## config.mk

```make
export PLATFORM = sky130hd
export DESIGN_NAME = wsv_waveform_setting_validator
export DESIGN_NICKNAME = d
export VERILOG_FILES = /design/src/wsv_pkg.sv /design/src/wsv_waveform_setting_validator.sv
export VERILOG_INCLUDE_DIRS = /design/src
export SDC_FILE = /design/constraint.sdc
export NUM_CORES = 1
export LEC_CHECK = 0
export BUFFER_PORTS_ARGS = -buffer_cell sky130_fd_sc_hd__buf_2
export CAP_MARGIN = 20
export CORE_AREA = 5 5 163 282
export CTS_BUF_LIST = sky130_fd_sc_hd__clkbuf_8
export CTS_CLUSTER_DIAMETER = 40
export CTS_CLUSTER_SIZE = 40
export DETAILED_ROUTE_END_ITERATION = 8
export DIE_AREA = 0 0 168 287
export PLACE_DENSITY = 0.75
export SYNTH_ARGS = -nofsm -noshare
export SYNTH_HDL_FRONTEND = slang
export SYNTH_SLANG_ARGS = --single-unit
```

## constraint.sdc

```tcl
create_clock -name pclk -period 5.52 [get_ports pclk]
set_clock_uncertainty 0.2 [all_clocks]
set_input_delay 1.104 -clock pclk [delete_from_list [all_inputs] [get_ports pclk]]
set_output_delay 1.104 -clock pclk [all_outputs]
set_load 0.02 [all_outputs]
```

## src/wsv_params.svh

```systemverilog
// constants for the waveform setting validator
`ifndef WSV_PARAMS_SVH
`define WSV_PARAMS_SVH
`define WSV_A_CMD 8'h00
`define WSV_A_WAVE 8'h04
`define WSV_A_FLO 8'h08
`define WSV_A_FHI 8'h0C
`define WSV_A_LEVEL 8'h10
`define WSV_A_DUTY 8'h14
`define WSV_A_MOD 8'h18
`define WSV_A_STATUS 8'h1C
`define WSV_A_ERRQ 8'h20
`define WSV_A_ISTAT 8'h24
`define WSV_A_IMASK 8'h28
`define WSV_A_ACT_WAVE 8'h44
`define WSV_A_ACT_FLO 8'h48
`define WSV_A_ACT_FHI 8'h4C
`define WSV_A_ACT_LEVEL 8'h50
`define WSV_A_ACT_DUTY 8'h54
`define WSV_A_ACT_MOD 8'h58
`define WSV_OP_FUNC 3'h1
`define WSV_OP_FREQ 3'h2
`define WSV_OP_VOLT 3'h3
`define WSV_OP_DUTY 3'h4
`define WSV_OP_MOD 3'h5
`define WSV_OP_APPLY 3'h6
`define WSV_KW_VAL 2'h0
`define WSV_KW_MIN 2'h1
`define WSV_KW_MAX 2'h2
`define WSV_WAVE_LAST 3'h6
`define WSV_MODE_LAST 3'h5
`define WSV_ARB_CUSTOM 3'h5
`define WSV_F_15M 48'h0DA475ABF000
`define WSV_F_5M 48'h048C27395000
`define WSV_F_2M5 48'h0246139CA800
`define WSV_F_200K 48'h002E90EDD000
`define WSV_F_100K 48'h00174876E800
`define WSV_F_1K 48'h00003B9ACA00
`define WSV_F_MIN 48'h000000000064
`define WSV_F_MIN_USER 48'h0000000186A0
`define WSV_PTS_8K 14'h2000
`define WSV_PTS_12K 14'h2FFF
`define WSV_AMP_MAX 16'h2710
`define WSV_AMP_DEF 16'h0064
`define WSV_OFF_DEF 16'h0000
`define WSV_PTS_DEF 14'h0008
`define WSV_DUTY_DEF 8'h32
`define WSV_DUTY_LO 8'h14
`define WSV_DUTY_HI 8'h50
`define WSV_DUTY_NLO 8'h28
`define WSV_DUTY_NHI 8'h3C
`define WSV_TSRC_DEF 2'h0
`define WSV_TSLOPE_DEF 1'b0
`define WSV_E_CONFLICT 16'hFF23
`define WSV_E_ILLEGAL 16'hFF20
`define WSV_ERRQ_DEPTH 4
`define WSV_ECNT_W 3
`endif

```

## src/wsv_pkg.sv

```systemverilog
// types of the waveform setting validator
`include "wsv_params.svh"
package wsv_pkg;
    typedef enum logic [2:0] {WSV_SINE, WSV_SQUARE, WSV_TRIANGLE, WSV_RAMP, WSV_NOISE,
        WSV_USER, WSV_DC} wsv_wave_t;
    typedef enum logic [2:0] {WSV_M_NONE, WSV_M_AM, WSV_M_FM, WSV_M_FSK, WSV_M_BURST,
        WSV_M_SWEEP} wsv_mode_t;
    typedef enum logic [2:0] {WSV_IDLE, WSV_LOAD, WSV_WAVE, WSV_FREQ, WSV_DUTY,
        WSV_COMMIT} wsv_fsm_t;
    typedef struct packed {
        logic [13:0] pts;
        logic [2:0] arb;
        wsv_wave_t wave;
        logic [47:0] freq;
        logic [15:0] off;
        logic [15:0] amp;
        logic [7:0] duty;
        logic tslope;
        logic [1:0] tsrc;
        logic sweep_log;
        wsv_wave_t modwave;
        wsv_mode_t mode;
    } wsv_cfg_t;
    typedef struct packed {
        logic [19:0] s_wave;
        logic [47:0] s_freq;
        logic [31:0] s_level;
        logic [7:0] s_duty;
        logic [9:0] s_mod;
        logic [2:0] op;
        logic [1:0] kw;
        logic conf;
        logic ill;
        logic moff;
        wsv_fsm_t fsm;
        wsv_cfg_t w;
        wsv_cfg_t a;
        logic [`WSV_ERRQ_DEPTH-1:0][15:0] errq;
        logic [`WSV_ECNT_W-1:0] ecnt;
        logic [3:0] istat;
        logic [3:0] imask;
        logic upd;
        logic [31:0] prdata;
        logic slverr;
    } wsv_state_t;
endpackage : wsv_pkg

```

## src/wsv_waveform_setting_validator.sv

```systemverilog
// waveform setting validator: apb registers, clamping sequencer, error queue
// Function
// - offer sine, square, triangle, ramp, noise, user arbitrary and dc outputs
// - arbitrary source is one of five built-in shapes or the custom download
// - waveform is sine after reset
// - noise only as am/fm modulating wave, never carrier, fsk, burst, sweep (code accepts noise as modulating wave for every mode)
// - selecting a waveform the active mode forbids turns the mode off
// - sweep, linear or log, allowed for every waveform except noise
// - minimum 100 uHz; maximum 15 MHz, 5 MHz built-in arb, 100 kHz ramp/tri
// - frequency is 1 kHz after reset
// - custom arb maximum from point count: 5M, 2.5M, 200k; minimum 100 mHz
// - waveform change lowering maximum clamps frequency and raises -221
// - amplitude above the waveform maximum is clamped and raises -221
// - square duty 40..60 above 5 MHz, otherwise 20..80
// - frequency making duty invalid clamps duty to nearest limit, raises -221
// - apply sets shape, frequency, level; resets duty, modulation, trigger
// - waveform command accepts exactly the seven choices
// - frequency keywords min and max resolve to the current waveform limits
// - amplitude is 100 mVpp after reset
// - error indicator on while the error queue holds an entry
//
// Decided for this implementation: the register offsets and the APB interface to the registers.
`timescale 1ns/1ps
`include "wsv_params.svh"
module wsv_waveform_setting_validator (
    input wire logic pclk,
    input wire logic presetn,
    input wire logic psel,
    input wire logic penable,
    input wire logic pwrite,
    input wire logic [7:0] paddr,
    input wire logic [31:0] pwdata,
    output logic [31:0] prdata,
    output logic pready,
    output logic pslverr,
    output logic [2:0] syn_wave,
    output logic [2:0] syn_arb,
    output logic [13:0] syn_points,
    output logic [47:0] syn_freq,
    output logic [15:0] syn_amp,
    output logic [15:0] syn_offset,
    output logic [7:0] syn_duty,
    output logic [2:0] syn_mode,
    output logic [2:0] syn_modwave,
    output logic syn_sweep_log,
    output logic [1:0] syn_trig_src,
    output logic syn_trig_slope,
    output logic syn_update,
    output logic err_led,
    output logic irq
);
    wsv_pkg::wsv_state_t q;
    wsv_pkg::wsv_state_t d;
    logic acc_wr;
    logic acc_rd;
    logic pop;
    logic push;
    logic busy;
    logic hit;
    logic ro;
    logic [15:0] code;
    logic [31:0] rdat;
    logic [47:0] fhi;
    logic [47:0] flo;
    logic [7:0] dlo;
    logic [7:0] dhi;
    logic [`WSV_ECNT_W-1:0] cnt;

    function automatic logic [47:0] fmax(input wsv_pkg::wsv_cfg_t c);
        logic [47:0] f;
        f = `WSV_F_15M;
        if (c.wave == wsv_pkg::WSV_TRIANGLE || c.wave == wsv_pkg::WSV_RAMP) begin
            f = `WSV_F_100K;
        end else if (c.wave == wsv_pkg::WSV_USER) begin
            if (c.arb != `WSV_ARB_CUSTOM) begin
                f = `WSV_F_5M;
            end else if (c.pts <= `WSV_PTS_8K) begin
                f = `WSV_F_5M;
            end else if (c.pts <= `WSV_PTS_12K) begin
                f = `WSV_F_2M5;
            end else begin
                f = `WSV_F_200K;
            end
        end
        return f;
    endfunction : fmax

    function automatic logic [47:0] fmin(input wsv_pkg::wsv_cfg_t c);
        logic [47:0] f;
        f = `WSV_F_MIN;
        if (c.wave == wsv_pkg::WSV_USER && c.arb == `WSV_ARB_CUSTOM) begin
            f = `WSV_F_MIN_USER;
        end
        return f;
    endfunction : fmin

    assign busy = (q.fsm != wsv_pkg::WSV_IDLE);
    assign acc_wr = psel & penable & pwrite & ~q.slverr;
    assign acc_rd = psel & penable & ~pwrite & ~q.slverr;

    always_comb begin
        rdat = '0;
        hit = 1'b1;
        ro = 1'b0;
        if (paddr == `WSV_A_CMD) begin
            rdat = '0;
        end else if (paddr == `WSV_A_WAVE) begin
            rdat = 32'(q.s_wave);
        end else if (paddr == `WSV_A_FLO) begin
            rdat = q.s_freq[31:0];
        end else if (paddr == `WSV_A_FHI) begin
            rdat = 32'(q.s_freq[47:32]);
        end else if (paddr == `WSV_A_LEVEL) begin
            rdat = q.s_level;
        end else if (paddr == `WSV_A_DUTY) begin
            rdat = 32'(q.s_duty);
        end else if (paddr == `WSV_A_MOD) begin
            rdat = 32'(q.s_mod);
        end else if (paddr == `WSV_A_STATUS) begin
            rdat = 32'({q.ecnt != '0, busy, q.ecnt});
            ro = 1'b1;
        end else if (paddr == `WSV_A_ERRQ) begin
            rdat = (q.ecnt != '0) ? 32'(signed'(q.errq[0])) : '0;
            ro = 1'b1;
        end else if (paddr == `WSV_A_ISTAT) begin
            rdat = 32'(q.istat);
        end else if (paddr == `WSV_A_IMASK) begin
            rdat = 32'(q.imask);
        end else if (paddr == `WSV_A_ACT_WAVE) begin
            rdat = 32'({q.a.pts, q.a.arb, q.a.wave});
            ro = 1'b1;
        end else if (paddr == `WSV_A_ACT_FLO) begin
            rdat = q.a.freq[31:0];
            ro = 1'b1;
        end else if (paddr == `WSV_A_ACT_FHI) begin
            rdat = 32'(q.a.freq[47:32]);
            ro = 1'b1;
        end else if (paddr == `WSV_A_ACT_LEVEL) begin
            rdat = {q.a.off, q.a.amp};
            ro = 1'b1;
        end else if (paddr == `WSV_A_ACT_DUTY) begin
            rdat = 32'(q.a.duty);
            ro = 1'b1;
        end else if (paddr == `WSV_A_ACT_MOD) begin
            rdat = 32'({q.a.tslope, q.a.tsrc, q.a.sweep_log, q.a.modwave, q.a.mode});
            ro = 1'b1;
        end else begin
            hit = 1'b0;
        end
    end

    always_comb begin
        d = q;
        d.upd = 1'b0;
        push = 1'b0;
        code = '0;
        fhi = fmax(q.w);
        flo = fmin(q.w);
        dlo = (q.w.freq > `WSV_F_5M) ? `WSV_DUTY_NLO : `WSV_DUTY_LO;
        dhi = (q.w.freq > `WSV_F_5M) ? `WSV_DUTY_NHI : `WSV_DUTY_HI;
        // read data and error answer are fixed in the setup cycle
        if (psel && !penable) begin
            d.prdata = pwrite ? '0 : rdat;
            d.slverr = !hit || (pwrite && ro) || (pwrite && busy && paddr == `WSV_A_CMD);
        end
        if (acc_wr) begin
            if (paddr == `WSV_A_CMD) begin
                {d.kw, d.op} = 5'(pwdata);
                d.fsm = wsv_pkg::WSV_LOAD;
            end else if (paddr == `WSV_A_WAVE) begin
                d.s_wave = 20'(pwdata);
            end else if (paddr == `WSV_A_FLO) begin
                d.s_freq[31:0] = pwdata;
            end else if (paddr == `WSV_A_FHI) begin
                d.s_freq[47:32] = 16'(pwdata);
            end else if (paddr == `WSV_A_LEVEL) begin
                d.s_level = pwdata;
            end else if (paddr == `WSV_A_DUTY) begin
                d.s_duty = 8'(pwdata);
            end else if (paddr == `WSV_A_MOD) begin
                d.s_mod = 10'(pwdata);
            end else if (paddr == `WSV_A_IMASK) begin
                d.imask = 4'(pwdata);
            end
        end
        case (q.fsm)
            wsv_pkg::WSV_LOAD: begin
                d.w = q.a;
                d.conf = 1'b0;
                d.ill = 1'b0;
                d.moff = 1'b0;
                d.fsm = wsv_pkg::WSV_WAVE;
                if (q.op != `WSV_OP_FREQ && q.op != `WSV_OP_APPLY) begin
                    d.kw = `WSV_KW_VAL;
                end
                case (q.op)
                    `WSV_OP_FUNC, `WSV_OP_APPLY: begin
                        // only seven shapes and six arbitrary sources exist
                        if (q.s_wave[2:0] > `WSV_WAVE_LAST
                            || q.s_wave[5:3] > `WSV_ARB_CUSTOM) begin
                            d.ill = 1'b1;
                        end else begin
                            {d.w.pts, d.w.arb} = q.s_wave[19:3];
                            d.w.wave = wsv_pkg::wsv_wave_t'(q.s_wave[2:0]);
                            if (q.op == `WSV_OP_APPLY) begin
                                d.w.freq = q.s_freq;
                                {d.w.off, d.w.amp} = q.s_level;
                                d.w.duty = `WSV_DUTY_DEF;
                                d.w.mode = wsv_pkg::WSV_M_NONE;
                                d.w.tsrc = `WSV_TSRC_DEF;
                                d.w.tslope = `WSV_TSLOPE_DEF;
                            end
                        end
                    end
                    `WSV_OP_FREQ: d.w.freq = q.s_freq;
                    `WSV_OP_VOLT: {d.w.off, d.w.amp} = q.s_level;
                    `WSV_OP_DUTY: d.w.duty = q.s_duty;
                    `WSV_OP_MOD: begin
                        if (q.s_mod[2:0] > `WSV_MODE_LAST || q.s_mod[5:3] > `WSV_WAVE_LAST) begin
                            d.ill = 1'b1;
                        end else begin
                            // noise stays a legal modulating shape for am and fm
                            {d.w.tslope, d.w.tsrc, d.w.sweep_log} = q.s_mod[9:6];
                            d.w.modwave = wsv_pkg::wsv_wave_t'(q.s_mod[5:3]);
                            d.w.mode = wsv_pkg::wsv_mode_t'(q.s_mod[2:0]);
                        end
                    end
                    default: d.ill = 1'b1;
                endcase
                if (d.ill) begin
                    d.fsm = wsv_pkg::WSV_COMMIT;
                end
            end
            wsv_pkg::WSV_WAVE: begin
                if (q.w.wave == wsv_pkg::WSV_NOISE && q.w.mode != wsv_pkg::WSV_M_NONE) begin
                    d.w.mode = wsv_pkg::WSV_M_NONE;
                    d.moff = 1'b1;
                end
                if (q.w.amp > `WSV_AMP_MAX) begin
                    d.w.amp = `WSV_AMP_MAX;
                    d.conf = 1'b1;
                end
                d.fsm = wsv_pkg::WSV_FREQ;
            end
            wsv_pkg::WSV_FREQ: begin
                if (q.kw == `WSV_KW_MIN) begin
                    d.w.freq = flo;
                end else if (q.kw == `WSV_KW_MAX) begin
                    d.w.freq = fhi;
                end else if (q.w.freq > fhi) begin
                    d.w.freq = fhi;
                    d.conf = 1'b1;
                end else if (q.w.freq < flo) begin
                    d.w.freq = flo;
                    d.conf = 1'b1;
                end
                d.fsm = wsv_pkg::WSV_DUTY;
            end
            wsv_pkg::WSV_DUTY: begin
                if (q.w.wave == wsv_pkg::WSV_SQUARE && q.w.duty < dlo) begin
                    d.w.duty = dlo;
                    d.conf = 1'b1;
                end else if (q.w.wave == wsv_pkg::WSV_SQUARE && q.w.duty > dhi) begin
                    d.w.duty = dhi;
                    d.conf = 1'b1;
                end
                d.fsm = wsv_pkg::WSV_COMMIT;
            end
            wsv_pkg::WSV_COMMIT: begin
                // the synthesis ports change only here, after every clamp
                if (!q.ill) begin
                    d.a = q.w;
                    d.upd = 1'b1;
                end
                push = q.ill || q.conf;
                code = q.ill ? `WSV_E_ILLEGAL : `WSV_E_CONFLICT;
                d.fsm = wsv_pkg::WSV_IDLE;
            end
            // a command write has already chosen the next state
            wsv_pkg::WSV_IDLE: ;
            default: d.fsm = wsv_pkg::WSV_IDLE;
        endcase
        // interrupt flags: a new event wins over a write-one clear
        d.istat = q.istat;
        if (acc_wr && paddr == `WSV_A_ISTAT) begin
            d.istat = q.istat & ~4'(pwdata);
        end
        if (q.fsm == wsv_pkg::WSV_COMMIT) begin
            d.istat = d.istat | {1'b1, q.moff & ~q.ill, q.ill, q.conf & ~q.ill};
        end
        // error queue: reading the head pops it; when full a new entry is lost
        cnt = q.ecnt;
        if (pop) begin
            for (int i = 0; i < `WSV_ERRQ_DEPTH - 1; i++) begin
                d.errq[i] = q.errq[i + 1];
            end
            cnt = q.ecnt - 1'b1;
        end
        if (push && cnt < `WSV_ECNT_W'(`WSV_ERRQ_DEPTH)) begin
            d.errq[cnt] = code;
            cnt = cnt + 1'b1;
        end
        d.ecnt = cnt;
    end

    assign pop = acc_rd && paddr == `WSV_A_ERRQ && q.ecnt != '0;

    always_ff @(posedge pclk or negedge presetn) begin
        if (!presetn) begin
            q <= '0;
            q.s_wave <= 20'({`WSV_PTS_DEF, 3'h0, 3'h0});
            q.s_freq <= `WSV_F_1K;
            q.s_level <= {`WSV_OFF_DEF, `WSV_AMP_DEF};
            q.s_duty <= `WSV_DUTY_DEF;
            q.w <= '0;
            q.a.wave <= wsv_pkg::WSV_SINE;
            q.a.pts <= `WSV_PTS_DEF;
            q.a.freq <= `WSV_F_1K;
            q.a.amp <= `WSV_AMP_DEF;
            q.a.off <= `WSV_OFF_DEF;
            q.a.duty <= `WSV_DUTY_DEF;
            q.fsm <= wsv_pkg::WSV_IDLE;
        end else begin
            q <= d;
        end
    end

    assign prdata = q.prdata;
    assign pready = 1'b1;
    assign pslverr = q.slverr;
    assign syn_wave = q.a.wave;
    assign syn_arb = q.a.arb;
    assign syn_points = q.a.pts;
    assign syn_freq = q.a.freq;
    assign syn_amp = q.a.amp;
    assign syn_offset = q.a.off;
    assign syn_duty = q.a.duty;
    assign syn_mode = q.a.mode;
    assign syn_modwave = q.a.modwave;
    assign syn_sweep_log = q.a.sweep_log;
    assign syn_trig_src = q.a.tsrc;
    assign syn_trig_slope = q.a.tslope;
    assign syn_update = q.upd;
    assign err_led = (q.ecnt != '0);
    assign irq = |(q.istat & q.imask);
endmodule : wsv_waveform_setting_validator
```

# Word-level counts from Yosys, hierarchy flattened
# Cells that the tools add are included.
# Widths: inputs -> output; s select.
# classes
n_addsub,2
n_lt_le_gt_ge,15
eq_ne,47
mux,115
n_bitwise,21
n_reduce_logical,49
# ops
operator,n
$mux 32,17
$mux 48,6
$pmux 48 s2,2
$mux 111,1
$mux 91,1
$mux 44,2
$mux 43,2
$bwmux 64,1
$pmux 32 s2,1
$eq 8x7->1 const B,6
$gt 48x43->1 const B,1
$gt 48x48->1,1
$lt 48x48->1,1
$mux 16,3
$mux 1,42
$mux 42,1
$demux 16 s2,1
$eq 8x5->1 const B,4
$pmux 16 s2,1
$pmux 8 s2,2
$mux 10,3
$le 14x14->1 const B,2
$eq 3x3->1 const B,8
$eq 8x6->1 const B,3
other kinds (55),137
# word_totals
register_bits,474
input_bits,45
output_inout_bits,155
elab_cells,295

# Longest topological paths before layout
# Gate-level depths: netlist (run 1).
# depth
depth_word,21
depth_mapped,18
ltp_nobuf,17

# Worst setup path before layout (run 1)
# No wires, ideal clock.
# synth_path
path_type,flip-flop to flip-flop
startpoint,register q[323] in the netlist's numbering
endpoint,register q[241] in the netlist's numbering
setup_ps,125
t_arrival_ps,4140
required_time_ps,5195
slack_ps,1055
path_stages_with_launch,15
path_buffers,0
period_less_slack_ps,4465
cell_sequence,dfrtp_1 -> or4_4 -> nand4b_1 -> or4_1 -> nor3_1 -> a211oi_1 -> a21oi_1 -> inv_1 -> ha_1 -> or4b_2 -> o21ai_0 -> o21bai_1 -> nand3_1 -> nand2_1 -> mux2_2
# synth_via
elab_chain_cells,6
word_cells_on_any_way,11
cone_classes,3 x order compare; 1 x eq/ne; 4 x mux; 3 x reduce/logical
# synth_lines
item,line,text
"start, declared",wsv_waveform_setting_validator.sv:52,wsv_pkg::wsv_state_t q;
$gt 48x43->1 (no line) (*),n/a,
$mux 6 (no line) / $mux 7 (equally long branches),n/a,
$lt 8x6->1 / $gt 8x7->1 (equally long branches),"wsv_waveform_setting_validator.sv:260, wsv_waveform_setting_validator.sv:263",
$logic_and 1x1->1 (on tied branches),"wsv_waveform_setting_validator.sv:260, wsv_waveform_setting_validator.sv:263",
$mux 8 / $ne 3x3->1 (equally long branches),n/a,
$pmux 8 s2 / $reduce_and 2->1 (equally long branches),n/a,
# Mark *: on every way between the ends. The rest lies on a longest branch, timed or not.
# A chain may end at the register's enable or synchronous reset.

# Worst setup path after layout (run 1)
# layout_path
startpoint,register q[332] in the netlist's numbering
endpoint,register q[291] in the netlist's numbering
# layout_via
elab_chain_cells,11
word_cells_on_any_way,14
cone_classes,3 x order compare; 1 x eq/ne; 9 x mux; 1 x reduce/logical
# layout_lines
item,line,text
$le 14x14->1 (no line),n/a,
$mux 42,wsv_waveform_setting_validator.sv:79,end else if (c.pts <= `WSV_PTS_12K) begin
$mux 43 (*),wsv_waveform_setting_validator.sv:77,end else if (c.pts <= `WSV_PTS_8K) begin
$mux 43 (*),wsv_waveform_setting_validator.sv:75,if (c.arb != `WSV_ARB_CUSTOM) begin
$mux 44 (*),wsv_waveform_setting_validator.sv:74,end else if (c.wave == wsv_pkg::WSV_USER) begin
$mux 44 (*),wsv_waveform_setting_validator.sv:72,if (c.wave == wsv_pkg::WSV_TRIANGLE || c.wave == wsv_pkg::WSV_RAMP) begin
$gt 48x48->1,wsv_waveform_setting_validator.sv:250,end else if (q.w.freq > fhi) begin
$mux 48,wsv_waveform_setting_validator.sv:250,
$mux 48,wsv_waveform_setting_validator.sv:248,end else if (q.kw == `WSV_KW_MAX) begin
$mux 48,wsv_waveform_setting_validator.sv:246,if (q.kw == `WSV_KW_MIN) begin
$pmux 48 s2,wsv_waveform_setting_validator.sv:186,case (q.fsm)
# Marked as above.

==> run summary, run 1 <==
Yosys reg bits = 460
Root Driver = clkbuf_8
row cnt = 101
wire length per cell = 29.1 microns
area grow syn2layout = 6.91%
CP Max Fanout = 10
top post-synthesis cells by area = dfrtp_1, mux2_2, buf_4
DIE WIDTH = 168 microns
startpoint type of the worst setup path = flip-flop
register share of total power = 48.1%
Syn Nets = 2388
Post-DP HPWL = 63.5 mm
Placed Area = 24600 sq um
r2r setup slk = 0.30 ns
min-delay worst type = flip-flop to flip-flop
PortBufs = 198
Final #Nets = 2418
CTS tree = yes
routed wire length = 84.9 mm
Yosys warnings = 0
hold path depth = 1
largest net degree at the start of global routing = 110
Final min period = 5.22 ns
Period Utilization, post-route = 94.6%
clock power share = 24.8%
CP arrival = 5.58 ns
CTS resizes = 0
part of the Yosys area used for sequential elements = 48.3%
GPL Wtd Cong = 1.05
Crit. End Element = flip-flop
H-tree levels = 2
MaxCap Viol Count = 0
die area = 48200 sq um
final instance area = 25600 sq um
main combinational cell family by area after synthesis = multiplexers
total congestion overflow = 0
Ports = 200
Post-Synth XOR/XNOR Area = 0.146%
commonest non-fill, non-tap cells in the layout = dfrtp_1, nand2_1, mux2_2
GRT Resource Usage Total = 34.7%
switching part of the total power = 38.7%
Clk Latency, worst-skew pair = 0.64 ns
CTS buffer count = 42
multiplexer share of the synthesized area = 14.9%
core area = 43300 sq um
Yosys top cell by area = dfrtp_1
Leakage = 12.0 nW
NetSw = 3.64 mW
VDD IR max = 0.281 mV
RSZ-0062 raised after global routing = false
R2R depth = 14
status = finished, final reports clean
Synth Instances = 2288
Compound-Gate Fraction of Synth Area = 14.5%
Die Span Y = 287 microns
Post-synth EDFFs = 0
Avg Synthesized Cell Area = 10.5 sq um
initial antenna violation count = 1
clk buf depth = 3
Synth top area share = 43.9%
Logic pwr share = 27.0%
uppermost layer routed = met4
Sink Count = 460
Mapped Area = 23900 sq um
vias per inst = 6.60
Post-Synth Simple-Gate Area = 11.8%
count of cell types in the netlist = 83
postcts setup bufs = 0
Least-Margin Pin Slew = 1.18 ns
most common cell after layout, fill and taps aside = dfrtp_1
Synth async-reset ratio = 100%
met3 wire len = 4.77 mm
Power Total = 9.40 mW
hold buffers post-CTS = 0
via count = 19300
endpoints failing setup = 0
Int Power = 5.76 mW
highest clock rate = 191 MHz
WS Path Type = flip-flop to flip-flop
vias in the first global route = 19900
routed wl met2 = 42.6 mm
wire length on met1 = 28.9 mm
setup TNS = 0 ns
layout cells sized above 1 = 28.7%
Max Slew Vio Count = 0
Starting Density = 55.2%
DRC violations left = 0
WP data required = 5.88 ns
drt pass-1 iters = 8
power per cell area = 367 nW/um^2
Iter 0 DRT Violations = 1834
DRT antenna net count = 0
prevailing post-synth register cell = dfrtp_1
Slew headroom = 21.2%
CTS clk-pin slew, worst paths = 0.11 ns
Final Hold Fails = 0
adder and majority cell fraction of the synthesized area = 2.92%
first-pass GRT wire length = 126 mm
## per-stage QoR
step                std cells  utilization (%)  worst slack (ns)  hold WS (ns)
floorplan                2288                -              1.06         0.235
global placement         2839             56.7             0.407         0.252
detailed placement       2840             56.7             0.358         0.253
CTS                      2918             59.0             0.324         0.280
global route             2919             59.0             0.128         0.293
finish                   2919             59.0             0.298         0.277
## worst paths after layout
| kind | start | to |
|---|---|---|
| worst max-delay path | q[332]$_DFFE_PN0P_ | q[291]$_DFFE_PN0P_ |
| worst min-delay path | q[107]$_DFFE_PN0P_ | q[107]$_DFFE_PN0P_ |
| worst max register to register | q[332]$_DFFE_PN0P_ | q[291]$_DFFE_PN0P_ |
| worst min register to register | q[107]$_DFFE_PN0P_ | q[107]$_DFFE_PN0P_ |
| max in group asynchronous | presetn | q[423]$_DFFE_PN1P_ |
| min in group asynchronous | presetn | syn_freq[26]$_DFFE_PN0P_ |
## state kept, by name, indices dropped and copies added, names as in the netlist, 2 cells and up
signal,count
prdata,32
q,308
syn_amp,16
syn_arb,3
syn_duty,8
syn_freq,48
syn_mode,3
syn_modwave,3
syn_offset,16
syn_points,14
syn_trig_src,2
syn_wave,3
## kinds of logic (layout without fill, tap and decap cells)
group           after synthesis  after routing
simple gates                609            609
compound gates              529            529
flops                       460            460
mux                         324            324
buf+inv                     305            369
fa+ha+maj                    56             56
xor+xnor                      4              4
other cells                   1              2
## cell usage after synthesis (15+ instances only)
master	number
a21o_1	15
a21oi_1	129
a221oi_1	22
a22oi_1	46
a31oi_1	46
and3_1	16
buf_4	153
clkbuf_1	97
dfrtp_1	420
dfstp_2	40
ha_1	55
inv_1	29
mux2_2	259
mux2i_1	65
nand2_1	285
nand3_1	40
nor2_1	134
nor3_1	19
nor4_1	17
o21ai_0	124
o221ai_1	21
## critical path, stage by stage, from the launching register on
cell     delay (ns)
dfrtp_1        0.43
nor4_1         0.61
nand4_1        0.44
nand2_1        0.26
o21ai_0        0.38
ha_1           0.47
nand4_1        0.18
or4_1          0.65
a21oi_1        0.23
o21ai_1        0.14
a41oi_2        0.51
buf_4          0.27
buf_4          0.17
nor2_1         0.04
a31oi_1        0.16
## routing by layer
metal  global-route usage, %  vias up
met5                       0        -
met4                    28.3        0
met3                    4.36      357
met2                    59.3     1022
met1                    38.3     9637
li1                        -     8246
## area by class of cell
| type | instances | area [sq um] |
|---|---|---|
| diodes | 1 | 2.50 |
| clock inverters | 33 | 370 |
| inverters | 30 | 113 |
| repair buffers | 261 | 1540 |
| fillers | 3710 | 17800 |
| multi-input cells | 1523 | 10700 |
| flip-flops and latches | 460 | 11600 |
| well taps | 566 | 708 |
| clock buffers | 45 | 619 |
## power by group through the flow
stage	registers [mW]	clock network (mW)	logic, mW
floorplan	4.22	0	1.99
global placement	4.55	0	2.47
detailed placement	4.57	0	2.52
CTS	4.50	2.38	2.53
global route	4.55	2.49	2.76
finish	4.52	2.33	2.54
Power figures use the tool's default switching activity.
==> run 2: changes to the inputs <==
==> constraint.sdc (replaced) <==
create_clock -name pclk -period 5.25 [get_ports pclk]
set_clock_uncertainty 0.2 [all_clocks]
set_input_delay 1.05 -clock pclk [delete_from_list [all_inputs] [get_ports pclk]]
set_output_delay 1.05 -clock pclk [all_outputs]
set_load 0.02 [all_outputs]
==> run 2 against run 1 <==
Against the previous run:
- global-route usage shrank 0.46 points
- sequential share of layout area is 0.32 points lower
- wire length is essentially flat
- largest cell class unchanged
- highest routed layer is now met5
==> run summary, run 2 (synthesis gave the netlist of run 1 again) <==
Crit. End Element = flip-flop
PnR worst setup slack = 0.311 ns
most common cell after layout, fill and taps aside = dfrtp_1
via count = 19300
CTS tree = yes
Final min period = 4.94 ns
H-tree levels = 2
Fillers = 3694
delay of the slowest critical-path stage = 0.65 ns
Inst Count DP = 2848
gr busiest metal = met2
row cnt = 101
Die Span Y = 287 microns
initial antenna violation count = 2
Sink Count = 460
max FFs per register = 308
CTS resizes = 0
Final #Nets = 2429
die area = 48200 sq um
hold buffers post-CTS = 0
area grow syn2layout = 7.66%
min-delay worst type = input port to asynchronous set/reset pin
total congestion overflow = 0
met2 Resource Use GR = 58.6%
hold_ws = 0.188 ns
clk buf depth = 3
routed wire length = 84.8 mm
CTS buffer count = 44
Ports = 200
WP data required = 5.63 ns
startpoint type of the worst setup path = flip-flop
WS Path Type = flip-flop to flip-flop
Root Driver = clkbuf_8
largest net degree at the start of global routing = 110
wire length per cell = 28.9 microns
VDD IR max = 0.390 mV
Slew headroom = 25.6%
Final Hold Fails = 0
Placed Area = 24600 sq um
met3 usage in global routing = 4.44%
commonest non-fill, non-tap cells in the layout = dfrtp_1, nand2_1, mux2_2
MaxCap Viol Count = 0
CTS clk-pin slew, worst paths = 0.13 ns
PortBufs = 198
Iter 0 DRT Violations = 1840
Crit-path slowest cell = or4_1
layout cells sized above 1 = 29.2%
DIE WIDTH = 168 microns
vias in the first global route = 19400
status = finished, final reports clean
Max Slew Vio Count = 0
core area = 43300 sq um
vias per inst = 6.57
DRT antenna net count = 0
Period Utilization, post-route = 94.1%
non-filler instance count after layout = 2932
endpoints failing setup = 0
Power Total = 10.0 mW
post-layout util = 59.4%
RSZ-0062 raised after global routing = false
postcts setup bufs = 0
Post-DP HPWL = 63.8 mm
GPL Wtd Cong = 1.07
first-pass GRT wire length = 124 mm
CP arrival = 5.32 ns
Clk Latency, worst-skew pair = 0.66 ns
largest reg by FF count = q
Starting Density = 55.2%
Leakage = 12.1 nW
dpl ws = 0.181 ns
DRC violations left = 0
highest clock rate = 202 MHz
setup TNS = 0 ns
final instance area = 25700 sq um
M1 GR Usage = 36.6%
CP Cell Sequence = nor4_2 -> nand4_1 -> nand2_1 -> o21ai_0 -> ha_1 -> nand4_1 -> or4_1 -> a21oi_1 -> o21ai_1 -> a41oi_2 -> buf_4 -> buf_4 -> nor2_1 -> a31oi_1
power per cell area = 388 nW/um^2
Least-Margin Pin Slew = 1.11 ns
drt pass-1 iters = 6
GRT Resource Usage Total = 34.2%
CP Max Fanout = 11
[run 2: changes by cell type in the layout (fill, tap and decap cells not counted), moves of 2 or more]
cell,previous run,this run
buf_12,5,7
clkinv_8,3,10
inv_12,2,4
clkinv_2,4,1
buf_4,58,65
bufinv_16,2,0
inv_6,10,6
[run 2: layer usage]
metal	up-vias	part of all wire, %
met4	2	11
li1	8279	-
met5	-	0.013
met3	396	5.9
met1	9527	33
met2	1049	50
[run 2: final timing paths]
path                       slack, ns  cells after the start               start                endpoint
setup / recovery                0.31                     14  q[332]$_DFFE_PN0P_      q[291]$_DFFE_PN0P_
setup reg to reg                0.31                     14  q[332]$_DFFE_PN0P_      q[291]$_DFFE_PN0P_
min in group pclk               0.28                      1  q[107]$_DFFE_PN0P_      q[107]$_DFFE_PN0P_
max in group asynchronous       3.67                      2             presetn      q[375]$_DFFE_PN0P_
hold / removal                  0.19                      1             presetn  syn_arb[2]$_DFFE_PN0P_
hold reg to reg                 0.28                      1  q[107]$_DFFE_PN0P_      q[107]$_DFFE_PN0P_
[run 2: layout make-up]
| cell class | count | area (sq um) | area share [%] |
|---|---|---|---|
| Sequential cell | 460 | 11600 | 44.9 |
| Multi-Input combinational cell | 1523 | 10700 | 41.4 |
| Timing Repair Buffer | 270 | 1630 | 6.33 |
| Tap cell | 566 | 708 | 2.75 |
| Clock buffer | 45 | 619 | 2.41 |
| Clock inverter | 36 | 450 | 1.75 |
| Inverter | 30 | 113 | 0.437 |
| Antenna cell | 2 | 5.00 | 0.0194 |
[run 2: report_power, final]
| part | internal (mW) | total [mW] | switching (mW) | leakage (nW) |
|---|---|---|---|---|
| sequential | 4.04 | 4.73 | 0.689 | 6.01 |
| combinational | 1.02 | 2.70 | 1.68 | 5.52 |
| clock | 0.969 | 2.57 | 1.60 | 0.526 |
[run 2: critical path: cells and delay by family, from the launching register on]
| family | cells | cell delay [ns] |
|---|---|---|
| AND/OR/NAND/NOR | 6 | 1.99 |
| AO/OA/AOI/OAI | 5 | 1.40 |
| adder cells (fa/ha/maj) | 1 | 0.46 |
| flip-flops | 1 | 0.42 |
| buffers and inverters | 2 | 0.39 |
==> run 3: changes to the inputs <==
==> constraint.sdc (replaced) <==
create_clock -name pclk -period 5.5 [get_ports pclk]
set_clock_uncertainty 0.2 [all_clocks]
set_input_delay 1.1 -clock pclk [delete_from_list [all_inputs] [get_ports pclk]]
set_output_delay 1.1 -clock pclk [all_outputs]
set_load 0.02 [all_outputs]
==> run 3 against run 2 <==
Against the previous run:
- flip-flop and latch count did not move
- first-iteration DRC count down 7.8%
- die area did not move
==> run summary, run 3 (synthesis gave the netlist of run 1 again) <==
largest net degree at the start of global routing = 111
r2r setup slk = 0.36 ns
GRT Resource Usage Total = 34.8%
first-pass GRT wire length = 126 mm
Slew headroom = 22.3%
M1 GR Usage = 36.9%
initial antenna violation count = 2
DRC violations left = 0
R2R depth = 17
routed wire length = 85.6 mm
met2 Resource Use GR = 59.6%
Leakage = 12.0 nW
layout cells sized above 1 = 28.7%
critical path's top delay family = compound AO/OA/AOI/OAI gates
RSZ-0062 raised after global routing = false
row cnt = 101
area grow syn2layout = 7.37%
CTS resizes = 0
drt pass-1 iters = 5
DIE WIDTH = 168 microns
FF-to-FF End = q[302]$_DFFE_PN0P_
met3 usage in global routing = 5.86%
Root Driver = clkbuf_8
Iter 0 DRT Violations = 1696
Ports = 200
die area = 48200 sq um
CTS tree = yes
post-layout util = 59.2%
CP bufs+invs = 4
most common cell after layout, fill and taps aside = dfrtp_1
endpoints failing setup = 0
vias in the first global route = 19700
setup TNS = 0 ns
GPL Wtd Cong = 1.06
Sink Count = 460
highest clock rate = 194 MHz
min-delay worst type = input port to asynchronous set/reset pin
Post-DP HPWL = 64.1 mm
Die Span Y = 287 microns
CP arrival = 5.43 ns
CTS buffer count = 41
status = finished, final reports clean
MaxCap Viol Count = 0
startpoint type of the worst setup path = flip-flop
via count = 19100
power per cell area = 370 nW/um^2
Least-Margin Pin Slew = 1.17 ns
postcts setup bufs = 0
core area = 43300 sq um
Crit-path slowest cell = nor4_1
Final #Nets = 2423
H-tree levels = 2
WS Path Type = flip-flop to flip-flop
Fillers = 3672
gr busiest metal = met2
WP data required = 5.79 ns
CP Cell Sequence = nor4_1 -> nand4_1 -> nand2_1 -> o21ai_0 -> buf_4 -> inv_1 -> ha_1 -> a21oi_1 -> o22ai_1 -> o41ai_1 -> buf_4 -> nand3_1 -> o31ai_2 -> a21oi_4 -> buf_12 -> a31oi_1 -> o21ai_0
hold buffers post-CTS = 0
total congestion overflow = 0
CP Max Fanout = 27
Final min period = 5.14 ns
commonest non-fill, non-tap cells in the layout = dfrtp_1, nand2_1, mux2_2
Clk Latency, worst-skew pair = 0.67 ns
vias per inst = 6.54
CTS clk-pin slew, worst paths = 0.11 ns
PortBufs = 198
delay of the slowest critical-path stage = 0.64 ns
DRT antenna net count = 0
VDD IR max = 0.230 mV
Crit. End Element = flip-flop
worst r2r src = q[331]$_DFFE_PN0P_
Final Hold Fails = 0
Starting Density = 55.2%
largest reg by FF count = q
max FFs per register = 308
Max Slew Vio Count = 0
Period Utilization, post-route = 93.5%
wire length per cell = 29.3 microns
clk buf depth = 3
## run 3: cell types whose count changed in the layout (fill, tap and decap cells not counted), moves of 2 or more
| cell | before | now |
|---|---|---|
| inv_1 | 29 | 33 |
| bufinv_16 | 0 | 5 |
| clkinv_8 | 10 | 3 |
| inv_12 | 4 | 1 |
| buf_4 | 65 | 58 |
| inv_16 | 2 | 0 |
| clkinvlp_4 | 3 | 6 |
| inv_8 | 6 | 1 |
## run 3: layout make-up
| type | count | area [sq um] | area share, % |
|---|---|---|---|
| inverters | 30 | 113 | 0.439 |
| diodes | 3 | 7.51 | 0.0292 |
| clock buffers | 44 | 606 | 2.36 |
| repair buffers | 267 | 1640 | 6.40 |
| clock inverters | 32 | 384 | 1.50 |
| flip-flops and latches | 460 | 11600 | 45.0 |
| multi-input cells | 1523 | 10700 | 41.5 |
| well taps | 566 | 708 | 2.76 |
## run 3: per-stage QoR
step	worst slack [ns]	std cells	cell area, sq um	hold slack [ns]	total power [mW]
2_1_floorplan	1.04	2288	23900	0.235	6.22
3_3_place_gp	0.395	2842	24600	0.252	7.07
3_5_place_dp	0.430	2843	24600	0.256	7.14
4_1_cts	0.413	2919	25600	0.285	9.48
5_1_grt	0.205	2923	25700	0.301	9.89
6_report	0.358	2925	25700	0.283	9.49
## run 3: worst max-delay path by stage
stage / from / endpoint / slack (ns) / depth (start not counted)
global placement: q[332]$_DFFE_PN0P_ / q[293]$_DFFE_PN0P_ / 0.40 / 17
detailed placement: q[332]$_DFFE_PN0P_ / q[293]$_DFFE_PN0P_ / 0.43 / 17
finish: q[331]$_DFFE_PN0P_ / q[302]$_DFFE_PN0P_ / 0.36 / 17
floorplan: q[323]$_DFFE_PN0P_ / q[241]$_DFFE_PN0P_ / 1.04 / 14
global route: q[331]$_DFFE_PN0P_ / q[302]$_DFFE_PN0P_ / 0.21 / 17
CTS: q[331]$_DFFE_PN0P_ / q[302]$_DFFE_PN0P_ / 0.41 / 17
## run 3: layer usage
| layer | vias up | share of wire [%] |
|---|---|---|
| met3 | 357 | 6.0 |
| met2 | 981 | 50 |
| met4 | 0 | 11 |
| met1 | 9558 | 33 |
| li1 | 8238 | - |
| met5 | - | 0 |
## run 3: power by group
part	total [mW]	internal, mW	switching (mW)
clock	2.37	1.04	1.33
sequential	4.54	3.86	0.685
combinational	2.58	0.980	1.60
